File: src/bus_timeout_regs.svh
/*
 * constants for the bus cycle timeout monitor: limit encodings and times.
 * assumes a 100 MHz core clock; included by bare name.
 */
`ifndef BUS_TIMEOUT_REGS_SVH
`define BUS_TIMEOUT_REGS_SVH

`define CLK_PERIOD_NS 10
`define LPB_LIM_8US_NS 8000
`define LPB_LIM_64US_NS 64000
`define LPB_LIM_256US_NS 256000
`define LPB_SEL_8US 2'h0
`define LPB_SEL_64US 2'h1
`define LPB_SEL_256US 2'h2
`define LPB_SEL_INF 2'h3
`define CNT_W 16
`define CNT_ZERO 16'h0000
`define CNT_ONE 16'h0001
`define PB_LIMIT_DEF 16'h0100

`endif

File: src/bus_timeout_pkg.sv
/*
 * types shared by the timeout monitor files.
 * assumes bus_timeout_regs.svh is on the include path.
 */
`include "bus_timeout_regs.svh"

package bus_timeout_pkg;
    typedef logic [`CNT_W-1:0] cnt_t;
    typedef logic [1:0] lpb_sel_t;
    typedef enum logic [2:0] {
        ST_IDLE = 3'h1,
        ST_RUN = 3'h2,
        ST_FIRE = 3'h4
    } tmr_state_t;
endpackage : bus_timeout_pkg

File: src/bus_cycle_timeout_monitor.sv
/*
 * bus cycle timeout monitor: processor bus and local peripheral bus timers
 * that end stalled cycles with a transfer error acknowledge or a peripheral bus error.
 * each bus has its own cycle timer; a fired timer is held off until the
 * stalled tenure ends, so one stall gives one error pulse.
 * the error outputs are one-cycle pulses with their enables high alongside.
 * assumes all bus strobes are active low and synchronous to core_clk_i.
 * assumes the limit inputs are held steady while a cycle is timed.
 */
// Contract
// - the processor bus timer counts only when enabled, from data bus busy.
// - an unterminated processor cycle past the limit gets a transfer error.
// - the processor bus timer is idle for cycles sent to the peripheral bus.
// - an enabled peripheral bus timer ends overlong accesses with an error.
// - the peripheral limit is 8 us, 64 us, 256 us or infinite.
// - the peripheral bus timer does not count during VMEbus bound cycles.
// - undecoded accesses get no ack and are ended by the enabled timeout.
`timescale 1ns/1ps
`include "bus_timeout_regs.svh"

module bus_cycle_timeout_monitor
#(
    parameter bus_timeout_pkg::cnt_t LIM_8US = 16'(`LPB_LIM_8US_NS
        / `CLK_PERIOD_NS),
    parameter bus_timeout_pkg::cnt_t LIM_64US = 16'(`LPB_LIM_64US_NS
        / `CLK_PERIOD_NS),
    parameter bus_timeout_pkg::cnt_t LIM_256US = 16'(`LPB_LIM_256US_NS
        / `CLK_PERIOD_NS)
)
(
    input wire logic core_clk_i,
    input wire logic rst_n_i,
    input wire logic bus_timer_control_i,
    input wire bus_timeout_pkg::cnt_t pb_limit_i,
    input wire logic lpb_timer_en_i,
    input wire bus_timeout_pkg::lpb_sel_t lpb_limit_sel_i,
    input wire logic data_bus_busy_n_i,
    input wire logic transfer_ack_n_i,
    input wire logic transfer_error_ack_n_i,
    input wire logic transfer_retry_n_i,
    input wire logic to_lpb_i,
    input wire logic lpb_cycle_n_i,
    input wire logic lpb_ack_n_i,
    input wire logic lpb_err_n_i,
    input wire logic vme_bound_i,
    output logic transfer_error_ack_n_o,
    output logic transfer_error_ack_oe_o,
    output logic lpb_err_n_o,
    output logic lpb_err_oe_o
);
    import bus_timeout_pkg::*;

    logic pb_term;
    logic pb_expire;
    logic lpb_term;
    logic lpb_expire;
    logic lpb_inf;
    cnt_t lpb_limit;
    logic pb_en;
    logic lpb_en;
    logic pb_fire;
    logic lpb_fire;
    logic pb_hold_ff;
    logic lpb_hold_ff;
    logic nxt_pb_hold;
    logic nxt_lpb_hold;

    function automatic cnt_t sel_limit(input lpb_sel_t sel);
        case (sel)
            `LPB_SEL_8US: sel_limit = LIM_8US - `CNT_ONE;
            `LPB_SEL_64US: sel_limit = LIM_64US - `CNT_ONE;
            `LPB_SEL_256US: sel_limit = LIM_256US - `CNT_ONE;
            default: sel_limit = `CNT_ZERO;
        endcase
    endfunction : sel_limit

    function automatic logic low_any(input logic a_n, input logic b_n,
        input logic c_n);
        low_any = !a_n || !b_n || !c_n;
    endfunction : low_any

    function automatic logic nxt_hold(input logic hold, input logic fired,
        input logic idle);
        if (fired && !idle)
        begin
            nxt_hold = 1'b1;
        end
        else if (idle)
        begin
            nxt_hold = 1'b0;
        end
        else
        begin
            nxt_hold = hold;
        end
    endfunction : nxt_hold

    assign pb_term = low_any(transfer_ack_n_i, transfer_error_ack_n_i,
        transfer_retry_n_i);
    assign lpb_term = low_any(lpb_ack_n_i, lpb_err_n_i, 1'b1);
    assign lpb_limit = sel_limit(lpb_limit_sel_i);
    assign lpb_inf = (lpb_limit_sel_i == `LPB_SEL_INF);

    assign pb_en = bus_timer_control_i && !to_lpb_i && !pb_hold_ff;
    assign lpb_en = lpb_timer_en_i && !vme_bound_i && !lpb_hold_ff;
    // hold off until the tenure ends
    assign nxt_pb_hold = nxt_hold(pb_hold_ff, pb_expire, data_bus_busy_n_i);
    assign nxt_lpb_hold = nxt_hold(lpb_hold_ff, lpb_expire, lpb_cycle_n_i);
    // a late termination cancels the pulse
    assign pb_fire = pb_expire && !pb_term;
    assign lpb_fire = lpb_expire && !lpb_term;

    cycle_timer u_pb_timer
    (
        .core_clk_i(core_clk_i),
        .rst_n_i(rst_n_i),
        .enable_i(pb_en),
        .active_i(!data_bus_busy_n_i),
        .term_i(pb_term),
        .infinite_i(1'b0),
        .limit_i(pb_limit_i),
        .expire_o(pb_expire)
    );

    cycle_timer u_lpb_timer
    (
        .core_clk_i(core_clk_i),
        .rst_n_i(rst_n_i),
        .enable_i(lpb_en),
        .active_i(!lpb_cycle_n_i),
        .term_i(lpb_term),
        .infinite_i(lpb_inf),
        .limit_i(lpb_limit),
        .expire_o(lpb_expire)
    );

    always_ff @(posedge core_clk_i or negedge rst_n_i)
    begin
        if (!rst_n_i)
        begin
            pb_hold_ff <= 1'b0;
        end
        else
        begin
            pb_hold_ff <= nxt_pb_hold;
        end
    end

    always_ff @(posedge core_clk_i or negedge rst_n_i)
    begin
        if (!rst_n_i)
        begin
            lpb_hold_ff <= 1'b0;
        end
        else
        begin
            lpb_hold_ff <= nxt_lpb_hold;
        end
    end

    always_ff @(posedge core_clk_i or negedge rst_n_i)
    begin
        if (!rst_n_i)
        begin
            transfer_error_ack_n_o <= 1'b1;
        end
        else
        begin
            transfer_error_ack_n_o <= !pb_fire;
        end
    end

    always_ff @(posedge core_clk_i or negedge rst_n_i)
    begin
        if (!rst_n_i)
        begin
            transfer_error_ack_oe_o <= 1'b0;
        end
        else
        begin
            transfer_error_ack_oe_o <= pb_fire;
        end
    end

    always_ff @(posedge core_clk_i or negedge rst_n_i)
    begin
        if (!rst_n_i)
        begin
            lpb_err_n_o <= 1'b1;
        end
        else
        begin
            lpb_err_n_o <= !lpb_fire;
        end
    end

    always_ff @(posedge core_clk_i or negedge rst_n_i)
    begin
        if (!rst_n_i)
        begin
            lpb_err_oe_o <= 1'b0;
        end
        else
        begin
            lpb_err_oe_o <= lpb_fire;
        end
    end
endmodule : bus_cycle_timeout_monitor

File: src/cycle_timer.sv
/*
 * one cycle timer: counts while a cycle runs, fires a one-cycle expiry.
 * assumes enable/active/term are synchronous to core_clk_i.
 */
`timescale 1ns/1ps
`include "bus_timeout_regs.svh"

module cycle_timer
(
    input wire logic core_clk_i,
    input wire logic rst_n_i,
    input wire logic enable_i,
    input wire logic active_i,
    input wire logic term_i,
    input wire logic infinite_i,
    input wire bus_timeout_pkg::cnt_t limit_i,
    output logic expire_o
);
    import bus_timeout_pkg::*;

    tmr_state_t state_ff;
    tmr_state_t nxt_state;
    cnt_t count_ff;

    always_comb
    begin
        nxt_state = state_ff;
        case (state_ff)
            ST_IDLE:
            begin
                if (enable_i && active_i && !term_i)
                    nxt_state = ST_RUN;
            end
            ST_RUN:
            begin
                if (term_i || !active_i || !enable_i)
                    nxt_state = ST_IDLE;
                else if (!infinite_i && count_ff >= limit_i)
                    nxt_state = ST_FIRE;
            end
            ST_FIRE:
                nxt_state = ST_IDLE;
            default:
                nxt_state = ST_IDLE;
        endcase
    end

    always_ff @(posedge core_clk_i or negedge rst_n_i)
    begin
        if (!rst_n_i)
            state_ff <= ST_IDLE;
        else
            state_ff <= nxt_state;
    end

    always_ff @(posedge core_clk_i or negedge rst_n_i)
    begin
        if (!rst_n_i)
            count_ff <= `CNT_ZERO;
        else if (nxt_state == ST_RUN)
            count_ff <= count_ff + `CNT_ONE;
        else
            count_ff <= `CNT_ZERO;
    end

    always_ff @(posedge core_clk_i or negedge rst_n_i)
    begin
        if (!rst_n_i)
            expire_o <= 1'b0;
        else
            expire_o <= (nxt_state == ST_FIRE);
    end
endmodule : cycle_timer

File: config.mk
export PLATFORM = sky130hd
export DESIGN_NAME = bus_cycle_timeout_monitor
export DESIGN_NICKNAME = d
export VERILOG_FILES = /design/src/bus_timeout_pkg.sv /design/src/bus_cycle_timeout_monitor.sv /design/src/cycle_timer.sv
export VERILOG_INCLUDE_DIRS = /design/src
export SDC_FILE = /design/constraint.sdc
export NUM_CORES = 1
export LEC_CHECK = 0
export ABC_AREA = 1
export BUFFER_PORTS_ARGS = -buffer_cell sky130_fd_sc_hd__buf_2
export CELL_PAD_IN_SITES_DETAIL_PLACEMENT = 1
export CELL_PAD_IN_SITES_GLOBAL_PLACEMENT = 1
export CORE_MARGIN = 2
export CORE_UTILIZATION = 39
export DETAILED_ROUTE_END_ITERATION = 16
export PLACE_DENSITY_LB_ADDON = 0.1
export SYNTH_ARGS = -nofsm -noshare
export SYNTH_HDL_FRONTEND = slang
export SYNTH_SLANG_ARGS = --single-unit
File: constraint.sdc
create_clock -name core_clk_i -period 1.6 [get_ports core_clk_i]
set_input_delay 0.32 -clock core_clk_i [delete_from_list [all_inputs] [get_ports core_clk_i]]
set_output_delay 0.32 -clock core_clk_i [all_outputs]
set_load 0.02 [all_outputs]
-- Yosys cells after proc, flatten, opt, wreduce, memory -nomap -nowiden
Cells that the tools add are included.
- bits in registers: 46
- bits of input ports: 31
- output and inout port bits: 4
- logic and storage cells: 83
- $add $sub $neg: 2
- order comparisons: 2
- eq/ne operators: 11
- muxes and demuxes: 15
- reduce and logical (&&, ||, !) cells: 41
- operator list (cell ; count):
    $pmux 15 s3 ; 1
    $add 16x1->16 const B ; 2
    $mux 16 ; 2
    $logic_not 1->1 ; 18
    $mux 3 ; 6
    $ge 16x15->1 ; 1
    $ge 16x16->1 ; 1
    $logic_and 1x1->1 ; 13
    $eq 3x2->1 const B ; 4
    $pmux 3 s2 ; 2
    $logic_or 1x1->1 ; 7
    $eq 3x1->1 const B ; 2
    $eq 3x3->1 const B ; 2
    $eq 2x2->1 const B ; 2
    $mux 1 ; 4
    $reduce_bool 2->1 ; 2
    $eq 2x1->1 const B ; 1
    $logic_not 2->1 ; 1

-- Longest topological paths before layout
Gate-level depths: netlist of the first run.
- word-level depth: 9
- depth in mapped cells: 16
- depth with buffers taken out: 15

-- Hierarchy
From an unflattened synthesis of the first run, not the netlist that was laid out.
- cells, all modules: 403
- area, all modules: 3226.8 µm²
- by module, submodules not included (module ; times used ; cells each ; area each (µm²) ; sequential area each (µm²)):
    cycle_timer ; 2 ; 184 ; 1448.9 ; 501.7
    bus_cycle_timeout_monitor ; 1 ; 35 ; 329.1 ; 152.6

-- Least setup slack after synthesis of the first run
No wires, ideal clock.
- path type: input port to flip-flop
- start: in lpb_limit_sel_i[0]
- end: reg u_lpb_timer.count_ff[10]
- library setup time: 0.120 ns
- arrival time: 1.814 ns
- required time: 1.480 ns
- setup slack: -0.334 ns
- stages: 15
- buffers on the path: 1
- cells stage by stage: inv_1 -> ha_1 -> ha_1 -> nand2_1 -> inv_1 -> nand2_1 -> a21oi_1 -> nand2_1 -> nand2_1 -> nand2_1 -> nand3_2 -> nand3_4 -> nand2_4 -> buf_12 -> nor2_2
- cells in the longest elaborated chain, start to end: 9
- elaborated cells on any way between the ends: 13
- those cells by class: 1 x order compare; 4 x eq/ne; 5 x mux; 3 x reduce/logical
- ends and longest elaborated chain (item ; RTL line ; source):
    start: declaration ; bus_cycle_timeout_monitor.sv:36 ; input wire bus_timeout_pkg::lpb_sel_t lpb_limit_sel_i,
    $eq 2x2->1, or another cell as far along ; bus_cycle_timeout_monitor.sv:69 ; case (sel)
    $pmux 15 s3 ; bus_cycle_timeout_monitor.sv:69 ;
    $ge 16x15->1 ; cycle_timer.sv:38 ; else if (!infinite_i && count_ff >= limit_i)
    $logic_and 1x1->1 * ; cycle_timer.sv:38 ;
    $mux 3 * ; cycle_timer.sv:38 ;
    $mux 3 * ; cycle_timer.sv:36 ; if (term_i || !active_i || !enable_i)
    $pmux 3 s2 * ; cycle_timer.sv:28 ; case (state_ff)
    $eq 3x2->1 * ; cycle_timer.sv:60 ; else if (nxt_state == ST_RUN)
    $mux 16 * ; cycle_timer.sv:60 ;
    end signal: assignment ; cycle_timer.sv:59 ; count_ff <= `CNT_ZERO;
    end signal: assignment ; cycle_timer.sv:61 ; count_ff <= count_ff + `CNT_ONE;
    end signal: assignment ; cycle_timer.sv:63 ; count_ff <= `CNT_ZERO;
    end: declaration ; cycle_timer.sv:23 ; cnt_t count_ff;
Every way passes the cells marked *; elsewhere a longest branch is shown, timed or not.
A chain may end at the register's enable or synchronous reset.

-- Worst setup path after layout of the first run
- start: in lpb_limit_sel_i[1]
- end: reg u_lpb_timer.count_ff[6]
The elaborated chain is that of the path after synthesis.

==> reports/qor.json, run 1 <==
{
  "post_synth_mux_area_share": {"value": 0, "unit": "%"},
  "worstPathArrival": {"value": 1990, "unit": "ps"},
  "synth.yosys.seq_area_share": {"value": 38.2, "unit": "%"},
  "synth_fa_ha_area_share": {"value": 13.6, "unit": "%"},
  "detailroute.via_count": {"value": 2768},
  "clock_insertion_delay_worst_skew": {"value": 310, "unit": "ps"},
  "synth_largest_type_area_fraction": {"value": 34.7, "unit": "%"},
  "ctsRootBufferMaster": {"value": "sky130_fd_sc_hd__clkbuf_8"},
  "layout.nets": {"value": 535},
  "layout.cells.non_filler": {"value": 574},
  "timing.critical_path.fanout_max": {"value": 8},
  "leading_cell_type_in_the_layout_fill_and_taps_excluded": {"value": "sky130_fd_sc_hd__inv_1"},
  "result_of_the_run": {"value": "finished with violations"},
  "rrSetupSlack": {"value": -190, "unit": "ps"},
  "ctsLongestPathBuffers": {"value": 2},
  "skew": {"value": 5.59, "unit": "ps"},
  "synth_nets": {"value": 440},
  "most_frequent_cells_in_the_layout": {"value": "sky130_fd_sc_hd__inv_1, sky130_fd_sc_hd__nand2_1, sky130_fd_sc_hd__buf_4"},
  "post-route-worst-setup-slack": {"value": -196, "unit": "ps"},
  "layout-drive-gt1-share": {"value": 39.6, "unit": "%"},
  "synth_area_per_cell": {"value": 8.05, "unit": "sq um"},
  "slew_viol_final": {"value": 0},
  "multi_input_comb_area": {"value": 0.00199, "unit": "sq mm"},
  "antenna_violating_nets_post_route": {"value": 0},
  "number_of_antenna_violations_at_the_first_check_in_global_routing": {"value": 0},
  "die_area": {"value": 0.00848, "unit": "sq mm"},
  "flow.area_growth_from_synthesis": {"value": 40.5, "unit": "%"},
  "grt.overflow.total": {"value": 0},
  "tightest_slew": {"value": 480, "unit": "ps"},
  "power_density": {"value": 502, "unit": "mW/mm^2"},
  "slew_headroom": {"value": 67.7, "unit": "%"},
  "wl_per_cell": {"value": 13.9, "unit": "um"},
  "die_height": {"value": 92.1, "unit": "um"},
  "timing.reg2reg.worst_path_depth": {"value": 12},
  "max_clock_freq": {"value": 557, "unit": "MHz"},
  "final.setup.tns": {"value": -5330, "unit": "ps"},
  "hpwl": {"value": 5900, "unit": "um"},
  "chipWidth": {"value": 92.1, "unit": "um"},
  "first_pass_iters": {"value": 4},
  "cts_num_sinks": {"value": 46},
  "floorplan.core_area": {"value": 0.00761, "unit": "sq mm"},
  "synth-simple-area-share": {"value": 27.7, "unit": "%"},
  "htree_num_levels": {"value": 2},
  "final-seq-area": {"value": 0.00116, "unit": "sq mm"},
  "synth_enable_flop_cells": {"value": 0},
  "synthArstFlopShare": {"value": 100, "unit": "%"},
  "startpoint_type": {"value": "input pin"},
  "synth.area.top_cells": {"value": "sky130_fd_sc_hd__dfrtp_1, sky130_fd_sc_hd__ha_1, sky130_fd_sc_hd__inv_1, sky130_fd_sc_hd__nand2_1, sky130_fd_sc_hd__nor2_1"},
  "netlist_instances": {"value": 376},
  "worstPathRequired": {"value": 1800, "unit": "ps"},
  "core.rowCount": {"value": 32},
  "fillCellCount": {"value": 937},
  "maxCapViolations": {"value": 0},
  "utilization": {"value": 55.9, "unit": "%"},
  "netlist.top_cell.by_area": {"value": "sky130_fd_sc_hd__dfrtp_1"},
  "number_of_global_route_vias_before_repair": {"value": 3001},
  "post_synth_xor_area_fraction": {"value": 4.92, "unit": "%"},
  "maximum_resistive_drop_on_vdd": {"value": 0.299, "unit": "mV"},
  "postRouteWirelength": {"value": 7980, "unit": "um"},
  "finalHoldViolations": {"value": 0},
  "cts_made_buffers": {"value": 5},
  "detail_route.iter0.violations": {"value": 105},
  "finalSetupViolCount": {"value": 37},
  "starting_density_of_the_core": {"value": 39.8, "unit": "%"},
  "drc": {"value": 0},
  "port-buffer-count": {"value": 34},
  "fin_crit_sh": {"value": 112, "unit": "%"},
  "numPlacedInstances": {"value": 559},
  "grt_first_pass_wirelength": {"value": 13100, "unit": "um"},
  "min_delay_path_depth": {"value": 2},
  "diodes": {"value": 0},
  "finalWorstPathRequiredPeriod": {"value": 1800, "unit": "ps"},
  "timing.hold.worst.class": {"value": "input pin to flop"},
  "clkSlewWorstSetupHoldPaths": {"value": 90, "unit": "ps"},
  "critPathCaptureType": {"value": "flop"},
  "largest_net_degree_at_the_start_of_global_routing": {"value": 22},
  "violations": {"value": "negative setup slack"},
  "compound_gate_fraction_of_synth_area": {"value": 5.17, "unit": "%"},
  "place.gp.congestion": {"value": 0.792},
  "critPathKind": {"value": "input pin to flop"},
  "yosysUniqueCellTypes": {"value": 35},
  "avgViaCountPerCell": {"value": 4.82},
  "synth_flop_cell": {"value": "sky130_fd_sc_hd__dfrtp_1"},
  "synth.ff_latch_count": {"value": 46},
  "syn-cell-area": {"value": 0.00303, "unit": "sq mm"},
  "number_of_warning_messages_in_the_yosys_log": {"value": 0},
  "tritoncts_clock_tree": {"value": "yes"},
  "grt_use_total": {"value": 19.1, "unit": "%"},
  "synth_top_family_by_area": {"value": "simple AND/OR/NAND/NOR gates"},
  "p_leak": {"value": 0.00198, "unit": "uW"},
  "design.portCount": {"value": 35},
  "setup_repair_after_global_routing_missed_its_margin": {"value": "true"}
}
## critical path, cell delays in order
cell and delay [ps]:
sky130_fd_sc_hd__buf_2 140, sky130_fd_sc_hd__ha_4 280, sky130_fd_sc_hd__ha_4 270, sky130_fd_sc_hd__nand2_2 50, sky130_fd_sc_hd__inv_2 50, sky130_fd_sc_hd__nand2_2 40
sky130_fd_sc_hd__a21oi_2 130, sky130_fd_sc_hd__nand2_1 70, sky130_fd_sc_hd__nand2_1 70, sky130_fd_sc_hd__nand2_1 60, sky130_fd_sc_hd__nand3_2 100, sky130_fd_sc_hd__nand3_4 130
sky130_fd_sc_hd__nand2_4 190, sky130_fd_sc_hd__nor2_2 60
## synthesized netlist by cell type, types with 2 or more instances
library cell and number:
sky130_fd_sc_hd__nor4_1 3, sky130_fd_sc_hd__nand3b_1 2, sky130_fd_sc_hd__o21bai_1 2, sky130_fd_sc_hd__inv_2 3, sky130_fd_sc_hd__xor2_1 14, sky130_fd_sc_hd__inv_1 73, sky130_fd_sc_hd__xnor2_1 3, sky130_fd_sc_hd__dfstp_2 4
sky130_fd_sc_hd__nor3_1 15, sky130_fd_sc_hd__nor2_2 12, sky130_fd_sc_hd__nand2_1 60, sky130_fd_sc_hd__dfrtp_1 42, sky130_fd_sc_hd__nand3_2 2, sky130_fd_sc_hd__nand3_1 11, sky130_fd_sc_hd__nor2_1 47, sky130_fd_sc_hd__o21ai_0 5
sky130_fd_sc_hd__nand4_1 8, sky130_fd_sc_hd__a21oi_1 16, sky130_fd_sc_hd__o21ai_1 3, sky130_fd_sc_hd__nand4_2 2, sky130_fd_sc_hd__ha_1 33, sky130_fd_sc_hd__nor3_2 3
## metal layers
| metal | track usage (%) | up-vias | share of wire (%) |
|---|---|---|---|
| li1 | - | 1372 | - |
| met1 | 23.1 | 1357 | 43 |
| met2 | 36.2 | 30 | 53 |
| met3 | 2.96 | 9 | 2.3 |
| met4 | 2.74 | 0 | 0.97 |
| met5 | 0 | - | 0 |
## final cells by class
class / count / area share (%)
Inverter: 76 / 6.77
Sequential cell: 46 / 27.2
Tap cell: 102 / 3.00
Timing Repair Buffer: 88 / 14.1
Clock buffer: 6 / 1.71
Clock inverter: 2 / 0.324
Multi-Input combinational cell: 254 / 46.9
## power breakdown
group          switching (uW)  internal (uW)
clock                     427            309
combinational             129            105
sequential              0.819           1160
## worst paths after layout
check,from,to
setup reg to reg,u_lpb_timer.count_ff[6]$_DFF_PN0_,u_lpb_timer.count_ff[6]$_DFF_PN0_
hold / removal,data_bus_busy_n_i,pb_hold_ff$_DFFE_PN0P_
hold reg to reg,u_lpb_timer.expire_o$_DFF_PN0_,lpb_hold_ff$_DFFE_PN0P_
setup / recovery,lpb_limit_sel_i[1],u_lpb_timer.count_ff[6]$_DFF_PN0_
min in group asynchronous,rst_n_i,u_pb_timer.count_ff[14]$_DFF_PN0_
max in group asynchronous,rst_n_i,u_lpb_timer.count_ff[7]$_DFF_PN0_
## repair_timing
action / in CTS / in global routing
hold buffers: 1 / 0
endpoints found under the hold margin: 13 / 0
gates cloned: 1 / 1
resized for setup: 25 / 55
setup buffers: 1 / 3
pin swaps: 9 / 27
setup endpoints to repair: 37 / 39
## state kept, by name, summed over array words and instances (netlist names)
| name | cells |
|---|---|
| u_pb_timer.count_ff | 16 |
| u_pb_timer.expire_o | 1 |
| u_lpb_timer.count_ff | 16 |
| lpb_err_n_o | 1 |
| lpb_err_oe_o | 1 |
| transfer_error_ack_oe_o | 1 |
| transfer_error_ack_n_o | 1 |
| u_pb_timer.state_ff | 3 |
| lpb_hold_ff | 1 |
| u_lpb_timer.expire_o | 1 |
| pb_hold_ff | 1 |
| u_lpb_timer.state_ff | 3 |
## stage by stage
stage / hold slack (ps) / total power (uW) / worst slack [ps] / cell area (sq um)
final: 169 / 2140 / -196 / 4250
after global routing: 156 / 2250 / -302 / 4250
after CTS: 164 / 2130 / -174 / 3950
after detailed placement: 287 / 1380 / -554 / 3730
after floorplan: 24.4 / 1280 / -182 / 3080
after global placement: 288 / 1370 / -504 / 3730
## logic make-up after synthesis
logic type,Yosys count
AO/OA/AOI/OAI,29
XOR/XNOR,17
adder cells (fa/ha/maj),33
buffers and inverters,78
flip-flops,46
AND/OR/NAND/NOR,173
Note: power is estimated with default switching activity, not from simulation.
==> run 2: changes to the inputs <==
--- a/config.mk
+++ b/config.mk
@@ -13,7 +13,8 @@
 export CORE_MARGIN = 2
 export CORE_UTILIZATION = 39
 export DETAILED_ROUTE_END_ITERATION = 16
-export PLACE_DENSITY_LB_ADDON = 0.1
+export PLACE_DENSITY = 0.76
+export SLEW_MARGIN = 20
 export SYNTH_ARGS = -nofsm -noshare
 export SYNTH_HDL_FRONTEND = slang
 export SYNTH_SLANG_ARGS = --single-unit
==> run 2 against run 1 <==
Against the previous run:
- the run still ends with negative setup slack left
- setup slack got worse by 73 ps
- flip-flop and latch count did not move
- global-route usage rose by 0.072 points
==> reports/qor.json, run 2 (synthesis results as in run 1) <==
{
  "result_of_the_run": {"value": "finished with violations"},
  "violations": {"value": "negative setup slack"},
  "critPathCaptureType": {"value": "flop"},
  "fin_crit_sh": {"value": 117, "unit": "%"},
  "tightest_slew": {"value": 486, "unit": "ps"},
  "slew_viol_final": {"value": 0},
  "chipWidth": {"value": 92.1, "unit": "um"},
  "cts_made_buffers": {"value": 5},
  "maximum_resistive_drop_on_vdd": {"value": 0.319, "unit": "mV"},
  "flow.area_growth_from_synthesis": {"value": 42.5, "unit": "%"},
  "number_of_global_route_vias_before_repair": {"value": 2979},
  "min_delay_path_depth": {"value": 2},
  "diodes": {"value": 0},
  "post_dp_cell_area": {"value": 0.00372, "unit": "sq mm"},
  "post-route-worst-setup-slack": {"value": -270, "unit": "ps"},
  "number_of_antenna_violations_at_the_first_check_in_global_routing": {"value": 0},
  "max_clock_freq": {"value": 535, "unit": "MHz"},
  "timing.reg2reg.worst_path_depth": {"value": 8},
  "place.gp.congestion": {"value": 0.822},
  "worstPathArrival": {"value": 2100, "unit": "ps"},
  "largest_net_degree_at_the_start_of_global_routing": {"value": 32},
  "largestRegisters": {"value": "u_lpb_timer.count_ff x16, u_pb_timer.count_ff x16"},
  "die_area": {"value": 0.00848, "unit": "sq mm"},
  "finalWorstPathRequiredPeriod": {"value": 1870, "unit": "ps"},
  "cpPeakStageDelay": {"value": 420, "unit": "ps"},
  "detail_route.iter0.violations": {"value": 80},
  "startpoint_type": {"value": "flop"},
  "avgViaCountPerCell": {"value": 4.94},
  "cp.depth": {"value": 8},
  "fillCellCount": {"value": 905},
  "hpwl": {"value": 5770, "unit": "um"},
  "wl_per_cell": {"value": 16.1, "unit": "um"},
  "layout.cell_area.non_filler": {"value": 0.00431, "unit": "sq mm"},
  "r2r-start": {"value": "u_pb_timer.count_ff[11]$_DFF_PN0_"},
  "postRouteWirelength": {"value": 9290, "unit": "um"},
  "crit-reg2reg-capture": {"value": "u_pb_timer.count_ff[9]$_DFF_PN0_"},
  "htree_num_levels": {"value": 2},
  "finalSetupViolCount": {"value": 37},
  "drc": {"value": 0},
  "maxCapViolations": {"value": 0},
  "detailroute.via_count": {"value": 2850},
  "port-buffer-count": {"value": 34},
  "timing.hold.worst.class": {"value": "input pin to flop"},
  "die_height": {"value": 92.1, "unit": "um"},
  "utilization": {"value": 56.7, "unit": "%"},
  "tritoncts_clock_tree": {"value": "yes"},
  "most_frequent_cells_in_the_layout": {"value": "sky130_fd_sc_hd__inv_1, sky130_fd_sc_hd__buf_4, sky130_fd_sc_hd__nand2_1"},
  "skew": {"value": 13.2, "unit": "ps"},
  "power_density": {"value": 530, "unit": "mW/mm^2"},
  "layout.nets": {"value": 538},
  "design.portCount": {"value": 35},
  "grt.overflow.total": {"value": 0},
  "antenna_violating_nets_post_route": {"value": 0},
  "critPathKind": {"value": "flop to flop"},
  "rrSetupSlack": {"value": -270, "unit": "ps"},
  "worst_setup_path_startpoint": {"value": "u_pb_timer.count_ff[11]$_DFF_PN0_"},
  "first_pass_iters": {"value": 4},
  "p_leak": {"value": 0.00202, "unit": "uW"},
  "worstPathRequired": {"value": 1830, "unit": "ps"},
  "core.rowCount": {"value": 32},
  "final-seq-area": {"value": 0.00116, "unit": "sq mm"},
  "worstSetupEndpoint": {"value": "u_pb_timer.count_ff[9]$_DFF_PN0_"},
  "critical_path_most_common_cell": {"value": "sky130_fd_sc_hd__nand2_8"},
  "grt_use_total": {"value": 19.1, "unit": "%"},
  "leading_cell_type_in_the_layout_fill_and_taps_excluded": {"value": "sky130_fd_sc_hd__inv_1"},
  "layout-drive-gt1-share": {"value": 38.7, "unit": "%"},
  "cts_num_sinks": {"value": 46},
  "clock_insertion_delay_worst_skew": {"value": 310, "unit": "ps"},
  "worst_path_dominant_cell_family": {"value": "compound AO/OA/AOI/OAI gates"},
  "ordered_cell_list_for_the_critical_path": {"value": "ha_4 > a21oi_1 > o21ai_1 > a21oi_2 > nand3_4 > nand2_8 > nand2_8 > nor3_2"},
  "timing.critical_path.fanout_max": {"value": 7},
  "slew_headroom": {"value": 67.3, "unit": "%"},
  "grt_first_pass_wirelength": {"value": 13100, "unit": "um"},
  "slowest_stage": {"value": "sky130_fd_sc_hd__dfrtp_1"},
  "clkSlewWorstSetupHoldPaths": {"value": 90, "unit": "ps"},
  "multi_input_comb_area": {"value": 0.00200, "unit": "sq mm"},
  "setup_repair_after_global_routing_missed_its_margin": {"value": "true"},
  "ctsLongestPathBuffers": {"value": 2},
  "floorplan.core_area": {"value": 0.00761, "unit": "sq mm"},
  "ctsRootBufferMaster": {"value": "sky130_fd_sc_hd__clkbuf_8"},
  "finalHoldViolations": {"value": 0},
  "starting_density_of_the_core": {"value": 39.8, "unit": "%"},
  "critPathBufInv": {"value": 0}
}
run 2: changes by cell type in the layout (fill, tap and decap cells not counted), moves of 2 or more:
| cell | delta |
|---|---|
| sky130_fd_sc_hd__nor2_4 | -4 |
| sky130_fd_sc_hd__a21oi_1 | +2 |
| sky130_fd_sc_hd__nor3_2 | -2 |
| sky130_fd_sc_hd__buf_4 | +3 |
| sky130_fd_sc_hd__nand2_8 | +2 |
| sky130_fd_sc_hd__ha_4 | -2 |
| sky130_fd_sc_hd__nor2_2 | +3 |
| sky130_fd_sc_hd__ha_2 | -2 |
| sky130_fd_sc_hd__ha_1 | +4 |
| sky130_fd_sc_hd__nor3_4 | +2 |
| sky130_fd_sc_hd__a21oi_2 | -3 |
run 2: final cells by class:
| cell class | instances | area share [%] |
|---|---|---|
| sequential | 46 | 26.8 |
| multi-input combinational | 253 | 46.4 |
| timing repair buffer | 92 | 14.7 |
| inverter | 76 | 6.67 |
| clock buffer | 7 | 1.77 |
| clock inverter | 1 | 0.696 |
| tap | 102 | 2.96 |
run 2: routing by layer:
metal  up-vias  share of wire, %  global-route usage (%)
li1       1378                 -                       -
met1      1417                41                    22.1
met2        40                55                    37.1
met3        15               2.0                    2.88
met4         0               2.0                    3.86
met5         -                 0                       0
run 2: power breakdown:
part           leakage, uW  switching (uW)  internal (uW)
Sequential        0.000629           0.812           1160
Clock            0.0000524             423            468
Combinational      0.00134             130            101
run 2: worst min path at each step:
stage	from	to
2_1_floorplan	rst_n_i	lpb_err_oe_o$_DFF_PN0_
6_report	data_bus_busy_n_i	pb_hold_ff$_DFFE_PN0P_
5_1_grt	data_bus_busy_n_i	pb_hold_ff$_DFFE_PN0P_
3_5_place_dp	rst_n_i	u_lpb_timer.state_ff[2]$_DFF_PN0_
4_1_cts	data_bus_busy_n_i	pb_hold_ff$_DFFE_PN0P_
3_3_place_gp	rst_n_i	u_lpb_timer.state_ff[1]$_DFF_PN0_
run 2: what timing repair did:
action | 4_1_cts | 5_1_grt
setup endpoints to repair | 37 | 38
hold buffers | 1 | 0
pin swaps | 8 | 25
setup buffers | 3 | 7
gates resized for setup | 21 | 61
gates cloned | 0 | 1
endpoints found under the hold margin | 14 | 0
run 2: stage by stage:
stage               cells  power, uW  setup WS (ps)  hold WS (ps)  setup TNS (ps)
finish                577       2290           -270           173           -6380
global route          577       2360           -362           174          -10330
floorplan             376       1280           -182          24.4           -2150
CTS                   569       2250           -186           178           -5460
detailed placement    558       1380           -568           282          -15560
global placement      558       1370           -517           268          -13300
